**src/verilog/ccd_pkg.sv**
```systemverilog
/*
 Package for the call/clear/decrement execution block: opcode patterns, field positions,
 reset values, register map and bus carrier types.
 Assumes a 14-bit instruction word and a 13-bit program counter.
*/
`default_nettype none
package ccd_pkg;
	localparam int INSN_W = 14;
	localparam int PC_W = 13;
	localparam int DATA_W = 8;
	localparam int FADDR_W = 7;
	// ----------------------------------------------------------------
	// Instruction patterns
	// ----------------------------------------------------------------
	localparam logic [2:0] CALL_TOP = 3'h4;
	localparam int CALL_TOP_LSB = 11;
	localparam int IMM_W = 11;
	localparam logic [13:0] CLEAR_WORKING_OP = 14'h0103;
	localparam logic [13:0] CLEAR_WATCHDOG_OP = 14'h0064;
	localparam logic [5:0] DECREMENT_TOP = 6'h03;
	localparam int DECREMENT_TOP_LSB = 8;
	localparam int DEST_BIT = 7;
	localparam int PAGE_HI = 4;
	localparam int PAGE_LO = 3;
	localparam logic [7:0] ZERO_BYTE = 8'h00;
	localparam logic [7:0] ONE_BYTE = 8'h01;
	localparam logic [12:0] PC_ONE = 13'h0001;
	localparam logic [12:0] PC_RESET = 13'h0000;
	localparam logic [7:0] WORKING_RESET = 8'h00;
	localparam logic [7:0] PAGE_RESET = 8'h00;
	localparam logic [1:0] CALL_CYCLES = 2'h2;
	// ----------------------------------------------------------------
	// Register map (byte addresses, one word each)
	// ----------------------------------------------------------------
	localparam logic [5:0] REG_INSN = 6'h00;
	localparam logic [5:0] REG_FILE_IN = 6'h04;
	localparam logic [5:0] REG_PAGE = 6'h08;
	localparam logic [5:0] REG_WORKING = 6'h0c;
	localparam logic [5:0] REG_PC = 6'h10;
	localparam logic [5:0] REG_STATUS = 6'h14;
	localparam logic [31:0] UNMAPPED_READ = 32'h0000_0000;

	typedef struct packed {
		logic read;
		logic write;
		logic [5:0] address;
		logic [31:0] writedata;
	} ccd_bus_req_type;

	typedef struct packed {
		logic write;
		logic [6:0] address;
		logic [7:0] data;
	} ccd_file_wr_type;

	typedef struct packed {
		logic push;
		logic [12:0] address;
	} ccd_push_type;
endpackage
`default_nettype wire

```
**src/verilog/ccd_decode.sv**
```systemverilog
/*
 Instruction classifier: turns one 14-bit word into class flags, at most one set (none for an unknown word).
 Assumes the word is stable for the cycle it is presented.
*/
`timescale 1ns/100ps
`default_nettype none
module ccd_decode (
	input wire logic [ccd_pkg::INSN_W-1:0] insn,
	output logic is_call,
	output logic is_clear_working,
	output logic is_clear_watchdog,
	output logic is_decrement
);
	import ccd_pkg::*;

	always_comb begin
		is_call = (insn[INSN_W-1:CALL_TOP_LSB] == CALL_TOP);
		is_clear_working = (insn == CLEAR_WORKING_OP);
		is_clear_watchdog = (insn == CLEAR_WATCHDOG_OP);
		is_decrement = (insn[INSN_W-1:DECREMENT_TOP_LSB] == DECREMENT_TOP);
	end
endmodule // ccd_decode
`default_nettype wire

```
**src/verilog/ccd_bus.sv**
```systemverilog
/*
 Avalon-MM slave front end: answers every request in the cycle after it is seen.
 Assumes a master that holds its request until waitrequest is low.
*/
`timescale 1ns/100ps
`default_nettype none
module ccd_bus (
	input wire logic mclk,
	input wire logic rstn,
	input wire logic avs_read,
	input wire logic avs_write,
	output logic avs_waitrequest,
	output logic accept
);
	import ccd_pkg::*;

	logic seen_r;

	// One wait cycle lets the read mux result be registered before the accepting edge.
	always_ff @(posedge mclk or negedge rstn) begin
		if (!rstn) begin
			seen_r <= 1'b0;
		end else begin
			seen_r <= (avs_read || avs_write) && !seen_r;
		end
	end

	always_comb begin
		avs_waitrequest = (avs_read || avs_write) && !seen_r;
		accept = (avs_read || avs_write) && seen_r;
	end
endmodule // ccd_bus
`default_nettype wire

```
**src/verilog/ccd_exec.sv**
```systemverilog
/*
 Execution block for four instructions: subroutine call, clear working register,
 clear watchdog and file decrement. Software loads the instruction word, the file
 operand and the page latch over Avalon-MM; writing the instruction register issues it.
 Assumes the watchdog, stack storage and file memory sit outside and take the strobes.
*/
`timescale 1ns/100ps
`default_nettype none
module ccd_exec (
	input wire logic mclk,
	input wire logic rstn,
	input wire logic [5:0] avs_address,
	input wire logic avs_read,
	input wire logic avs_write,
	input wire logic [31:0] avs_writedata,
	input wire logic [3:0] avs_byteenable,
	output logic [31:0] avs_readdata,
	output logic avs_waitrequest,
	output logic [ccd_pkg::PC_W-1:0] pc,
	output ccd_pkg::ccd_push_type stack_push,
	output ccd_pkg::ccd_file_wr_type file_wr,
	output logic watchdog_clear,
	output logic busy
);
	import ccd_pkg::*;

	// ----------------------------------------------------------------
	// Execution state
	// ----------------------------------------------------------------
	typedef enum logic [2:0] {
		ST_IDLE = 3'h1,
		ST_EXEC = 3'h2,
		ST_CALL2 = 3'h4
	} ccd_state_type;

	ccd_state_type state_r, state_nxt;
	logic accept;
	logic [INSN_W-1:0] insn_r;
	logic [DATA_W-1:0] file_in_r;
	logic [DATA_W-1:0] page_r;
	logic [DATA_W-1:0] working_r;
	logic [PC_W-1:0] pc_r;
	logic zero_r;
	logic timeout_status_bit_r;
	logic powerdown_status_bit_r;
	logic is_call, is_clear_working, is_clear_watchdog, is_decrement;
	logic issue;
	logic [DATA_W-1:0] dec_result;
	logic [31:0] readdata_r;
	ccd_push_type push_r;
	ccd_file_wr_type file_wr_r;
	logic watchdog_clear_r;

	// Byte-lane merge used for every writable register.
	function automatic logic [31:0] merge_lanes(input logic [31:0] old_v,
			input logic [31:0] new_v, input logic [3:0] be);
		logic [31:0] m;
		m = old_v;
		for (int i = 0; i < 4; i++) begin
			if (be[i]) begin
				m[i*8 +: 8] = new_v[i*8 +: 8];
			end
		end
		return m;
	endfunction

	// One incrementer definition serves the return address and the sequential step.
	function automatic logic [PC_W-1:0] next_pc(input logic [PC_W-1:0] p);
		return p + PC_ONE;
	endfunction

	ccd_bus u_bus (
		.mclk(mclk),
		.rstn(rstn),
		.avs_read(avs_read),
		.avs_write(avs_write),
		.avs_waitrequest(avs_waitrequest),
		.accept(accept)
	);

	ccd_decode u_dec (
		.insn(insn_r),
		.is_call(is_call),
		.is_clear_working(is_clear_working),
		.is_clear_watchdog(is_clear_watchdog),
		.is_decrement(is_decrement)
	);

	// ----------------------------------------------------------------
	// Register writes
	// ----------------------------------------------------------------
	// A write to the instruction register while busy is dropped so an issued
	// instruction never changes under the sequencer.
	// Writes decode the whole address, so the read-only pc and status offsets
	// cannot alias a writable register and issue a stray instruction.
	assign issue = accept && avs_write && (avs_address == REG_INSN) && (state_r == ST_IDLE);

	always_ff @(posedge mclk or negedge rstn) begin
		if (!rstn) begin
			insn_r <= '0;
		end else if (issue) begin
			insn_r <= INSN_W'(merge_lanes(32'(insn_r), avs_writedata, avs_byteenable));
		end
	end

	always_ff @(posedge mclk or negedge rstn) begin
		if (!rstn) begin
			file_in_r <= ZERO_BYTE;
			page_r <= PAGE_RESET;
		end else if (accept && avs_write) begin
			if (avs_address == REG_FILE_IN) begin
				file_in_r <= DATA_W'(merge_lanes(32'(file_in_r), avs_writedata, avs_byteenable));
			end
			if (avs_address == REG_PAGE) begin
				page_r <= DATA_W'(merge_lanes(32'(page_r), avs_writedata, avs_byteenable));
			end
		end
	end

	// ----------------------------------------------------------------
	// Sequencer
	// ----------------------------------------------------------------
	always_comb begin
		case (state_r)
			ST_IDLE: state_nxt = issue ? ST_EXEC : ST_IDLE;
			ST_EXEC: state_nxt = is_call ? ST_CALL2 : ST_IDLE;
			ST_CALL2: state_nxt = ST_IDLE;
			default: state_nxt = ST_IDLE;
		endcase
	end

	always_ff @(posedge mclk or negedge rstn) begin
		if (!rstn) begin
			state_r <= ST_IDLE;
		end else begin
			state_r <= state_nxt;
		end
	end

	assign dec_result = file_in_r - ONE_BYTE;

	// ----------------------------------------------------------------
	// Program counter and stack
	// ----------------------------------------------------------------
	always_ff @(posedge mclk or negedge rstn) begin
		if (!rstn) begin
			pc_r <= PC_RESET;
			push_r <= '0;
		end else begin
			push_r.push <= 1'b0;
			if (state_r == ST_EXEC && is_call) begin
				push_r.push <= 1'b1;
				push_r.address <= next_pc(pc_r);
			end else if (state_r == ST_CALL2) begin
				pc_r <= {page_r[PAGE_HI:PAGE_LO], insn_r[IMM_W-1:0]};
			end else if (state_r == ST_EXEC) begin
				pc_r <= next_pc(pc_r);
			end
		end
	end

	// ----------------------------------------------------------------
	// Working register and zero flag
	// ----------------------------------------------------------------
	always_ff @(posedge mclk or negedge rstn) begin
		if (!rstn) begin
			working_r <= WORKING_RESET;
			zero_r <= 1'b0;
		end else if (state_r == ST_EXEC) begin
			if (is_clear_working) begin
				working_r <= ZERO_BYTE;
				zero_r <= 1'b1;
			end else if (is_decrement) begin
				if (!insn_r[DEST_BIT]) begin
					working_r <= dec_result;
				end
				zero_r <= (dec_result == ZERO_BYTE);
			end
		end
	end

	always_ff @(posedge mclk or negedge rstn) begin
		if (!rstn) begin
			file_wr_r <= '0;
		end else begin
			file_wr_r.write <= state_r == ST_EXEC && is_decrement && insn_r[DEST_BIT];
			file_wr_r.address <= insn_r[FADDR_W-1:0];
			file_wr_r.data <= dec_result;
		end
	end

	// ----------------------------------------------------------------
	// Watchdog clear and its status bits
	// ----------------------------------------------------------------
	// The status bits reset low here; the power-on values belong to the
	// reset logic outside, which is not part of this block.
	always_ff @(posedge mclk or negedge rstn) begin
		if (!rstn) begin
			watchdog_clear_r <= 1'b0;
			timeout_status_bit_r <= 1'b0;
			powerdown_status_bit_r <= 1'b0;
		end else begin
			watchdog_clear_r <= state_r == ST_EXEC && is_clear_watchdog;
			if (state_r == ST_EXEC && is_clear_watchdog) begin
				timeout_status_bit_r <= 1'b1;
				powerdown_status_bit_r <= 1'b1;
			end
		end
	end

	// ----------------------------------------------------------------
	// Read side
	// ----------------------------------------------------------------
	// Read data is latched in the wait cycle and stands at the accepting edge.
	always_ff @(posedge mclk or negedge rstn) begin
		if (!rstn) begin
			readdata_r <= UNMAPPED_READ;
		end else if (avs_read && avs_waitrequest) begin
			case (avs_address)
				REG_INSN: readdata_r <= 32'(insn_r);
				REG_FILE_IN: readdata_r <= 32'(file_in_r);
				REG_PAGE: readdata_r <= 32'(page_r);
				REG_WORKING: readdata_r <= 32'(working_r);
				REG_PC: readdata_r <= 32'(pc_r);
				REG_STATUS: readdata_r <= {28'h0000000, timeout_status_bit_r,
					powerdown_status_bit_r, zero_r, busy};
				default: readdata_r <= UNMAPPED_READ;
			endcase
		end
	end

	assign avs_readdata = readdata_r;
	assign busy = (state_r != ST_IDLE);
	assign pc = pc_r;
	assign stack_push = push_r;
	assign file_wr = file_wr_r;
	assign watchdog_clear = watchdog_clear_r;

	// ----------------------------------------------------------------
	// Checks
	// ----------------------------------------------------------------
	a_call_push_value: assert property (@(posedge mclk) disable iff (!rstn)
		(state_r == ST_EXEC && is_call) |=> (stack_push.push && stack_push.address == $past(pc_r) + PC_ONE))
		else $error("call did not push pc plus one");
	a_call_pc_load: assert property (@(posedge mclk) disable iff (!rstn)
		(state_r == ST_CALL2) |=> (pc_r[IMM_W-1:0] == $past(insn_r[IMM_W-1:0])))
		else $error("call immediate not loaded");
	a_call_page_bits: assert property (@(posedge mclk) disable iff (!rstn)
		(state_r == ST_CALL2) |=> (pc_r[PC_W-1:IMM_W] == $past(page_r[PAGE_HI:PAGE_LO])))
		else $error("call page bits wrong");
	a_call_two_cycles: assert property (@(posedge mclk) disable iff (!rstn)
		(state_r == ST_EXEC && is_call) |=> (state_r == ST_CALL2 && $stable(zero_r)) ##1 (state_r == ST_IDLE))
		else $error("call not two cycles");
	a_clear_working: assert property (@(posedge mclk) disable iff (!rstn)
		(state_r == ST_EXEC && is_clear_working) |=> (working_r == ZERO_BYTE && zero_r && !busy))
		else $error("clear working failed");
	a_watchdog_bits: assert property (@(posedge mclk) disable iff (!rstn)
		(state_r == ST_EXEC && is_clear_watchdog) |=> (watchdog_clear && timeout_status_bit_r && powerdown_status_bit_r))
		else $error("watchdog clear failed");
	a_decrement_dest: assert property (@(posedge mclk) disable iff (!rstn)
		(state_r == ST_EXEC && is_decrement && insn_r[DEST_BIT]) |=> (file_wr.write && file_wr.data == $past(file_in_r) - ONE_BYTE && $stable(working_r)))
		else $error("decrement to file failed");
	a_decrement_zero: assert property (@(posedge mclk) disable iff (!rstn)
		(state_r == ST_EXEC && is_decrement) |=> (zero_r == ($past(file_in_r) == ONE_BYTE)))
		else $error("decrement zero flag wrong");
	a_decrement_single: assert property (@(posedge mclk) disable iff (!rstn)
		(state_r == ST_EXEC && is_decrement && !insn_r[DEST_BIT]) |=> (!busy && working_r == $past(file_in_r) - ONE_BYTE))
		else $error("decrement to working failed");
	a_push_only_call: assert property (@(posedge mclk) disable iff (!rstn)
		stack_push.push |-> ($past(state_r) == ST_EXEC && $past(is_call)))
		else $error("stack push without a call");
	a_call_status_keep: assert property (@(posedge mclk) disable iff (!rstn)
		(state_r == ST_EXEC && is_call) |=> ($stable(timeout_status_bit_r) && $stable(powerdown_status_bit_r)))
		else $error("call changed status bits");
	a_clear_working_step: assert property (@(posedge mclk) disable iff (!rstn)
		(state_r == ST_EXEC && is_clear_working) |=> (pc_r == $past(pc_r) + PC_ONE && !file_wr.write))
		else $error("clear working did not step");
	a_watchdog_pulse: assert property (@(posedge mclk) disable iff (!rstn)
		watchdog_clear |=> !watchdog_clear)
		else $error("watchdog clear longer than one cycle");
	a_watchdog_idle: assert property (@(posedge mclk) disable iff (!rstn)
		(state_r == ST_EXEC && is_clear_watchdog) |=> (!file_wr.write && !stack_push.push && $stable(working_r)))
		else $error("watchdog clear touched other state");
	a_decrement_pc: assert property (@(posedge mclk) disable iff (!rstn)
		(state_r == ST_EXEC && is_decrement) |=> (pc_r == $past(pc_r) + PC_ONE))
		else $error("decrement did not step pc");
	a_decrement_idle: assert property (@(posedge mclk) disable iff (!rstn)
		(state_r == ST_EXEC && is_decrement) |=> (!stack_push.push && !watchdog_clear))
		else $error("decrement raised a foreign strobe");
	a_file_write_only: assert property (@(posedge mclk) disable iff (!rstn)
		file_wr.write |-> ($past(state_r) == ST_EXEC && $past(is_decrement) && $past(insn_r[DEST_BIT])))
		else $error("file write without decrement to file");
endmodule // ccd_exec
`default_nettype wire

```
**config.mk**
```make
export PLATFORM = sky130hd
export DESIGN_NAME = ccd_exec
export DESIGN_NICKNAME = d
export VERILOG_FILES = /design/src/verilog/ccd_pkg.sv /design/src/verilog/ccd_decode.sv /design/src/verilog/ccd_bus.sv /design/src/verilog/ccd_exec.sv
export SDC_FILE = /design/constraint.sdc
export NUM_CORES = 1
export LEC_CHECK = 0
export BUFFER_PORTS_ARGS = -buffer_cell sky130_fd_sc_hd__buf_4
export CORE_UTILIZATION = 42
export DETAILED_ROUTE_END_ITERATION = 8
export PLACE_DENSITY = 0.78
export SETUP_SLACK_MARGIN = 0.3
export SLEW_MARGIN = 20
export SYNTH_ARGS = -nofsm -noshare
export SYNTH_HDL_FRONTEND = slang
export SYNTH_SLANG_ARGS = --single-unit
export TNS_END_PERCENT = 20
```
**constraint.sdc**
```tcl
create_clock -name mclk -period 2 [get_ports mclk]
set_clock_uncertainty 0.05 [all_clocks]
set_input_delay 0.4 -clock mclk [delete_from_list [all_inputs] [get_ports mclk]]
set_output_delay 0.4 -clock mclk [all_outputs]
set_load 0.01 [all_outputs]
```
==> flow_metrics.env, run 1 <==
export IMPL_run_status="complete, but fails checks"
export IMPL_violations="negative setup slack"
export IMPL_post_route_worst_setup_slack_ps=-7.95
export IMPL_io_pins=124
export IMPL_port_buffers=85
export IMPL_placed_area_um2=5860
export IMPL_synth_avg_cell_area_um2=11.4
export IMPL_yosysTopAreaCell="dfrtp_1"
export IMPL_synth_seq_cells=102
export IMPL_path_clk_slew_ps=60
export IMPL_max_freq_mhz=498
export IMPL_gp_congestion=0.910
export IMPL_antennaDiodeCount=0
export IMPL_pre_cts_ws_ps=-164
export IMPL_netlist_area_um2=4840
export IMPL_rsz0062_at_grt="true"
export IMPL_fin_setup_tns_ps=-13.0
export IMPL_routedWlPerCell_um=19.9
export IMPL_dieHeight_um=109
export IMPL_wl_mm=14.1
export IMPL_dp_hpwl_mm=9.35
export IMPL_cts_htree_levels=3
export IMPL_drc=0
export IMPL_root_buffer="clkbuf_16"
export IMPL_end_kind="output port"
export IMPL_fillers=854
export IMPL_regArea_um2=2560
export IMPL_finalCriticalPeriod_ps=2010
export IMPL_antenna_found_initial=0
export IMPL_p_seq_share_pct=46.0
export IMPL_p_sw_uw=1120
export IMPL_vias=4005
export IMPL_nets=610
export IMPL_drt_pass1_iter_count=7
export IMPL_drive_above_1_share_pct=44.5
export IMPL_ys_seq_area_share_pct=52.7
export IMPL_finalHoldViolCount=0
export IMPL_ys_flop_type="dfrtp_1"
export IMPL_cts_made_buffers=9
export IMPL_ys_types=56
export IMPL_core_um2=11000
export IMPL_hold_path_class="in -> reg"
export IMPL_drv_slew=0
export IMPL_whs_ps=241
export IMPL_power_per_cell_area_nw_per_um2=707
export IMPL_start_util_pct=43.9
export IMPL_insertion_delay_ps=350
export IMPL_fin_area_um2=6710
export IMPL_final_core_util_pct=60.8
export IMPL_grt_max_degree=47
export IMPL_ant_nets=0
export IMPL_leakagePower_uw=0.00321
export IMPL_cts_buffer_depth=2
export IMPL_vdd_ir_drop_max_v=0.000517
export IMPL_vias_per_cell=5.67
export IMPL_comb_power_share_pct=10.3
export IMPL_power_share_clock_pct=43.7
export IMPL_crit_path_max_fanout=4
export IMPL_die_area_um2=12000
export IMPL_synth_edf_count=0
export IMPL_p_int_uw=3620
export IMPL_synth_most_common_cell="dfrtp_1"
export IMPL_async_flop_share_pct=100
export IMPL_first_global_vias=3815
export IMPL_tritoncts="built"
export IMPL_die_x_um=109
export IMPL_ys_top_cells_by_count="dfrtp_1, nand2_1, o21ai_0, mux2_2"
export IMPL_multi_input_comb_area_um2=2450
export IMPL_grt_util_all_layers_pct=22.4
export IMPL_critical_path_arrival_ps=1560
export IMPL_num_rows=38
export IMPL_first_iter_violations=226
export IMPL_cts_sinks=102
export IMPL_period_share_pct=100
export IMPL_setup_violations=2
export IMPL_required_ps=1550
export IMPL_syn2layout_area_growth_pct=38.4
export IMPL_ys_warn_count=0
export IMPL_ys_top_cells_by_area="dfrtp_1, mux2_2, nand2_1"
export IMPL_grt_first_pass_wirelength_mm=19.9
export IMPL_syn_inst=426
export IMPL_start_kind="register"
export IMPL_grt_ovfl_total=0
export IMPL_netSwitchingFraction_pct=23.7
export IMPL_maxCapViolCount=0
export IMPL_critPathKind="reg -> out"
export IMPL_synth_top_area_share_pct=52.2
==> path summary, 6_finish.rpt <==
kind                                                from  slack [ps]                     endpoint  cells after the start
worst max-delay path                state_r[0]$_DFF_PN1_          -8                         busy                      3
worst min-delay path                   avs_writedata[13]         240       insn_r[13]$_DFFE_PN0P_                      2
worst max register to register      state_r[0]$_DFF_PN1_          -8        insn_r[9]$_DFFE_PN0P_                      5
worst min register to register  file_in_r[0]$_DFFE_PN0P_         390         file_wr[0]$_DFF_PN0_                      1
max in group asynchronous                           rstn         740  avs_readdata[3]$_DFFE_PN0P_                      3
min in group asynchronous                           rstn         490    stack_push[0]$_DFFE_PN0P_                      2
==> metal layers <==
layer  GRT usage, %  routed length, um
met5              0                  0
met4           7.81                292
met2           36.8               7080
met3           5.28               1050
met1           28.9               5650
==> power by group through the flow <==
stage / combinational (uW) / clock, uW / sequential, uW
after floorplan: 196 / 0 / 2230
after detailed placement: 431 / 0 / 2210
after CTS: 437 / 2090 / 2180
after global placement: 419 / 0 / 2210
after global routing: 528 / 2160 / 2190
final: 487 / 2070 / 2180
==> cells in the final DEF, fill, tap and decap left out, types with 3 or more instances in the layout <==
cell	netlist	routed
nor2_1	18	13
nand2_1	58	52
and3_4	0	3
a221o_1	6	6
mux4_2	7	7
buf_6	0	11
o21ai_2	0	6
buf_4	18	124
a22oi_1	15	14
a21o_1	3	3
nand2_2	0	3
nor3_1	6	4
nand3_1	7	7
o21ai_1	1	10
o31ai_4	0	3
inv_1	13	13
nor3b_4	3	3
dfrtp_1	101	96
nand2_4	1	4
xor2_1	8	8
nor2_4	1	3
nor2_2	0	3
dfrtp_2	0	5
clkbuf_16	0	9
conb_1	1	18
nor3b_1	6	4
nand4_1	4	4
and3_1	8	5
mux2_4	6	26
xnor2_1	9	9
mux2_2	25	5
a21oi_1	4	3
bufinv_16	0	3
o21ai_0	38	23
==> critical path, cell delays in order, from the launching register on <==
cell	delay [ps]
dfstp_2	540
or3b_4	430
buf_6	140
buf_6	110
==> kinds of logic after synthesis <==
family	share of synthesized area, %
other cells	0.0774
fa+ha+maj	0.775
buf+inv	4.93
mux	10.9
simple gates	16.5
flops	52.7
xor+xnor	3.07
compound gates	11.0
==> sequential cells by signal, indices dropped and copies added (netlist names) <==
register / flops
file_in_r: 8
file_wr: 16
watchdog_clear: 1
avs_readdata: 14
working_r: 8
u_bus.seen_r: 1
insn_r: 14
state_r: 3
powerdown_status_bit_r: 1
zero_r: 1
stack_push: 14
pc: 13
page_r: 8
==> cell type report <==
cell class | count | area share [%]
timing repair buffer | 139 | 16.7
clock buffer | 10 | 3.56
sequential | 102 | 38.2
multi-input combinational | 296 | 36.5
tap | 140 | 2.61
clock inverter | 6 | 1.74
inverter | 13 | 0.728
==> repair_timing <==
action | in CTS | in global routing
setup endpoints to repair | 61 | 68
endpoints found under the hold margin | 33 | 0
resized for setup | 4 | 112
pin swaps | 2 | 32
hold buffers | 1 | 0
buffers inserted | 2 | 8
cloned | 0 | 1
==> metrics by stage <==
stage               instances  power, uW
floorplan                 443       2420
global placement          678       2630
detailed placement        678       2640
CTS                       697       4700
global route              706       4870
finish                    706       4740
Power figures use the tool's default switching activity.
==> run 2: changes to the inputs <==
--- a/config.mk
+++ b/config.mk
@@ -8,6 +8,7 @@
 export BUFFER_PORTS_ARGS = -buffer_cell sky130_fd_sc_hd__buf_4
 export CORE_UTILIZATION = 42
 export DETAILED_ROUTE_END_ITERATION = 8
+export MAX_ROUTING_LAYER = met4
 export PLACE_DENSITY = 0.78
 export SETUP_SLACK_MARGIN = 0.3
 export SLEW_MARGIN = 20
==> flow_metrics.env, run 2 (synthesis results as in run 1) <==
export IMPL_final_core_util_pct=61.2
export IMPL_largest_reg_flops=16
export IMPL_r2r_start="state_r[0]$_DFF_PN1_"
export IMPL_period_share_pct=100
export IMPL_root_buffer="clkbuf_16"
export IMPL_violations="negative setup slack"
export IMPL_fin_cells=709
export IMPL_layout_commonest_cell="buf_4"
export IMPL_setup_violations=1
export IMPL_start_util_pct=43.9
export IMPL_fin_area_um2=6750
export IMPL_die_area_um2=12000
export IMPL_cts_made_buffers=9
export IMPL_nets=613
export IMPL_antennaDiodeCount=0
export IMPL_post_route_worst_setup_slack_ps=-1.33
export IMPL_crit_path_max_fanout=4
export IMPL_slew_headroom_pct=63.8
export IMPL_grt_max_degree=103
export IMPL_routedWlPerCell_um=19.3
export IMPL_gp_congestion=0.917
export IMPL_end_kind="output port"
export IMPL_critPathKind="reg -> out"
export IMPL_required_ps=1550
export IMPL_grt_util_all_layers_pct=23.9
export IMPL_p_sw_uw=1120
export IMPL_drt_pass1_iter_count=5
export IMPL_maxCapViolCount=0
export IMPL_ant_nets=0
export IMPL_cts_sinks=102
export IMPL_p_int_uw=3250
export IMPL_hold_path_class="in -> async"
export IMPL_netSwitchingFraction_pct=25.7
export IMPL_wl_mm=13.7
export IMPL_io_pins=124
export IMPL_core_um2=11000
export IMPL_critical_path_arrival_ps=1550
export IMPL_tritoncts="built"
export IMPL_pre_cts_ws_ps=-181
export IMPL_placed_area_um2=5870
export IMPL_antenna_found_initial=0
export IMPL_power_per_cell_area_nw_per_um2=648
export IMPL_p_seq_share_pct=49.9
export IMPL_port_buffers=85
export IMPL_drc=0
export IMPL_start_kind="register"
export IMPL_comb_power_share_pct=11.7
export IMPL_drv_slew=0
export IMPL_run_status="complete, but fails checks"
export IMPL_path_clk_slew_ps=60
export IMPL_finalCriticalPeriod_ps=2000
export IMPL_die_x_um=109
export IMPL_power_share_clock_pct=38.4
export IMPL_vias_per_cell=5.61
export IMPL_vdd_ir_drop_max_v=0.000485
export IMPL_dieHeight_um=109
export IMPL_finalHoldViolCount=0
export IMPL_worst_pin_slew_ps=543
export IMPL_vias=3979
export IMPL_finalPower_uw=4380
export IMPL_dp_hpwl_mm=9.34
export IMPL_rsz0062_at_grt="true"
export IMPL_num_rows=38
export IMPL_first_global_vias=3870
export IMPL_cts_htree_levels=3
export IMPL_cts_buffer_depth=2
export IMPL_first_iter_violations=224
export IMPL_drive_above_1_share_pct=47.3
export IMPL_grt_first_pass_wirelength_mm=20.6
export IMPL_final_cell_mix="buf_4, dfrtp_1, nand2_1"
export IMPL_insertion_delay_ps=350
export IMPL_grt_ovfl_total=0
export IMPL_leakagePower_uw=0.00319
export IMPL_syn2layout_area_growth_pct=39.4
export IMPL_hold_buffers=0
export IMPL_max_freq_mhz=500
export IMPL_dp_cells=678
export IMPL_crit_start="state_r[0]$_DFF_PN1_"
## run 2: layout make-up
| class | count | area (um^2) |
|---|---|---|
| sequential | 102 | 2560 |
| clock inverter | 5 | 43.8 |
| clock buffer | 11 | 243 |
| tap | 140 | 175 |
| multi-input combinational | 296 | 2530 |
| fill | 847 | 4280 |
| inverter | 13 | 48.8 |
| timing repair buffer | 142 | 1150 |
## run 2: path summary, 6_finish.rpt
kind	to	slack [ps]	depth (start not counted)
worst min register to register	file_wr[0]$_DFF_PN0_	410	1
worst max-delay path	busy	-1	3
max in group asynchronous	insn_r[2]$_DFFE_PN0P_	1430	2
min in group mclk	insn_r[10]$_DFFE_PN0P_	240	2
worst min-delay path	stack_push[10]$_DFFE_PN0P_	50	2
worst max register to register	insn_r[4]$_DFFE_PN0P_	30	4
## run 2: metal layers
layer  vias up  wire length [um]  track usage (%)
li1       1767                 -                -
met3        31              1010             4.68
met4         0               356             9.33
met2       204              6830             37.7
met5         -                 0                -
met1      1977              5520             30.5
## run 2: power by group through the flow
stage / clock, uW / combinational [uW] / sequential, uW
floorplan: 0 / 196 / 2230
global placement: 0 / 425 / 2210
detailed placement: 0 / 434 / 2220
CTS: 1700 / 458 / 2180
global route: 1770 / 557 / 2190
finish: 1680 / 511 / 2180
## run 2: through the flow
stage / setup TNS [ps] / hold WS (ps)
global placement: -2890 / 393
floorplan: -780 / 54.4
finish: -1.33 / 54.4
CTS: 0 / 86.2
global route: -22.7 / 116
detailed placement: -4280 / 388
## run 2: critical path, cell delays in order (launching register included)
cell	delay (ps)
dfstp_2	540
or3b_4	430
buf_6	130
buf_6	110
## run 2: timing repair
action / 4_1_cts / 5_1_grt
setup endpoints to repair: 60 / 74
pin swaps: 8 / 33
setup buffers: 10 / 3
gates resized for setup: 30 / 108
cloned: 1 / 1
==> run 3: changes to the inputs <==
--- a/config.mk
+++ b/config.mk
@@ -6,10 +6,10 @@
 export NUM_CORES = 1
 export LEC_CHECK = 0
 export BUFFER_PORTS_ARGS = -buffer_cell sky130_fd_sc_hd__buf_4
-export CORE_UTILIZATION = 42
+export CORE_UTILIZATION = 48
 export DETAILED_ROUTE_END_ITERATION = 8
 export MAX_ROUTING_LAYER = met4
-export PLACE_DENSITY = 0.78
+export PLACE_DENSITY = 0.86
 export SETUP_SLACK_MARGIN = 0.3
 export SLEW_MARGIN = 20
 export SYNTH_ARGS = -nofsm -noshare
==> flow_metrics.env, run 3 (synthesis results as in run 1) <==
export IMPL_run_status="complete, but fails checks"
export IMPL_violations="negative setup slack"
export IMPL_fin_area_um2=6540
export IMPL_insertion_delay_ps=390
export IMPL_grt_ovfl_total=0
export IMPL_max_freq_mhz=497
export IMPL_start_kind="register"
export IMPL_first_iter_violations=315
export IMPL_final_cell_mix="buf_4, dfrtp_1, nand2_1"
export IMPL_p_seq_share_pct=55.1
export IMPL_grt_first_pass_wirelength_mm=21.7
export IMPL_die_area_um2=10500
export IMPL_setup_violations=3
export IMPL_power_share_clock_pct=32.3
export IMPL_cp_top_family="simple AND/OR/NAND/NOR gates"
export IMPL_finalCriticalPeriod_ps=2010
export IMPL_critical_path_slowest_cell="dfstp_2"
export IMPL_leakagePower_uw=0.00313
export IMPL_antenna_found_initial=0
export IMPL_io_pins=124
export IMPL_drt_pass1_iter_count=5
export IMPL_placed_area_um2=5890
export IMPL_cts_made_buffers=9
export IMPL_routedWlPerCell_um=19.9
export IMPL_cts_htree_levels=3
export IMPL_start_util_pct=49.6
export IMPL_dp_hpwl_mm=9.28
export IMPL_fillers=702
export IMPL_root_buffer="clkbuf_8"
export IMPL_critical_path_arrival_ps=2240
export IMPL_port_buffers=85
export IMPL_p_sw_uw=1080
export IMPL_cts_buffer_depth=2
export IMPL_antennaDiodeCount=0
export IMPL_post_route_worst_setup_slack_ps=-13.6
export IMPL_p_int_uw=2890
export IMPL_finalPower_uw=3970
export IMPL_drive_above_1_share_pct=44.4
export IMPL_vdd_ir_drop_max_v=0.000341
export IMPL_maxCapViolCount=0
export IMPL_drv_slew=0
export IMPL_core_um2=9770
export IMPL_vias=4196
export IMPL_cts_sinks=102
export IMPL_layout_commonest_cell="buf_4"
export IMPL_rsz0062_at_grt="true"
export IMPL_syn2layout_area_growth_pct=34.9
export IMPL_period_share_pct=101
export IMPL_gp_congestion=0.893
export IMPL_end_kind="register"
export IMPL_path_cells="or3b_4 -> buf_6 -> and2b_2 -> nand4_4 -> mux2_4"
export IMPL_dieHeight_um=102
export IMPL_num_rows=36
export IMPL_path_clk_slew_ps=100
export IMPL_ant_nets=0
export IMPL_grt_max_degree=54
export IMPL_finalHoldViolCount=0
export IMPL_hold_path_class="in -> reg"
export IMPL_vias_per_cell=5.99
export IMPL_critPathKind="reg -> reg"
export IMPL_drc=0
export IMPL_comb_power_share_pct=12.7
export IMPL_grt_util_all_layers_pct=28.9
export IMPL_crit_buf_inv=1
export IMPL_first_global_vias=4114
export IMPL_netSwitchingFraction_pct=27.3
export IMPL_cpPeakStageDelay_ps=540
export IMPL_wl_mm=14.0
export IMPL_nets=612
export IMPL_power_per_cell_area_nw_per_um2=607
export IMPL_tritoncts="built"
export IMPL_required_ps=2230
export IMPL_largest_reg_flops=16
export IMPL_die_x_um=102
export IMPL_crit_path_max_fanout=8
[run 3: changes by cell type in the layout (fill, tap and decap cells not counted), moves of 3 or more]
cell | before | now
clkbuf_8 | 1 | 11
nand2_4 | 4 | 1
clkbuf_16 | 9 | 0
o31ai_2 | 0 | 3
mux2_4 | 27 | 24
dfrtp_2 | 7 | 3
dfrtp_1 | 94 | 98
mux2_2 | 4 | 7
nand2_1 | 48 | 56
o31ai_4 | 5 | 2
nand2_2 | 7 | 2
[run 3: worst paths after layout]
| check | start | end | slack (ps) | cells after the start |
|---|---|---|---|---|
| max | state_r[0]$_DFF_PN1_ | insn_r[0]$_DFFE_PN0P_ | -10 | 5 |
| min | avs_writedata[10] | insn_r[10]$_DFFE_PN0P_ | 200 | 2 |
| max reg2reg | state_r[0]$_DFF_PN1_ | insn_r[0]$_DFFE_PN0P_ | -10 | 5 |
| min reg2reg | stack_push[3]$_DFFE_PN0P_ | stack_push[3]$_DFFE_PN0P_ | 440 | 2 |
| max in group asynchronous | rstn | pc[1]$_DFFE_PN0P_ | 1080 | 3 |
| min in group asynchronous | rstn | stack_push[11]$_DFFE_PN0P_ | 320 | 2 |
[run 3: stage by stage]
stage / std cells / worst slack (ps) / utilization [%] / setup TNS (ps) / hold WS, ps
2_1_floorplan: 443 / -42.9 / - / -780 / 54.4
3_3_place_gp: 671 / -119 / 60.2 / -2780 / 173
3_5_place_dp: 671 / -145 / 60.2 / -4190 / 173
4_1_cts: 699 / -2.25 / 65.7 / -2.25 / 191
5_1_grt: 701 / -47.7 / 66.9 / -255 / 188
6_report: 701 / -13.6 / 66.9 / -38.4 / 195
[run 3: power by group through the flow]
stage / Sequential [uW] / Clock (uW) / Combinational, uW
floorplan: 2230 / 0 / 196
global placement: 2210 / 0 / 423
detailed placement: 2220 / 0 / 434
CTS: 2180 / 1290 / 479
global route: 2190 / 1360 / 544
finish: 2190 / 1280 / 503
[run 3: layer usage]
| layer | up-vias | GRT usage (%) | wire (um) | share of wire, % |
|---|---|---|---|---|
| li1 | 1767 | - | - | - |
| met1 | 2061 | 34.4 | 5170 | 37 |
| met2 | 284 | 46.3 | 6920 | 49 |
| met3 | 84 | 5.13 | 1160 | 8.3 |
| met4 | 0 | 16.8 | 735 | 5.3 |
| met5 | - | - | 0 | 0 |
[run 3: what timing repair did]
action                     in CTS  in global routing
hold endpoints to repair       23                  0
resized for setup              77                 26
pin swaps                      30                 20
cloned                          1                  0
hold buffers                    1                  0
setup endpoints to repair      55                 70
buffers inserted               10                  2
[run 3: final cells by class]
cell class	count	area (um^2)	share of cell area (%)
clock buffer	11	151	2.32
clock inverter	5	40.0	0.613
inverter	13	48.8	0.747
multi-input combinational	296	2410	36.9
sequential	102	2560	39.1
tap	133	166	2.55
timing repair buffer	141	1160	17.7
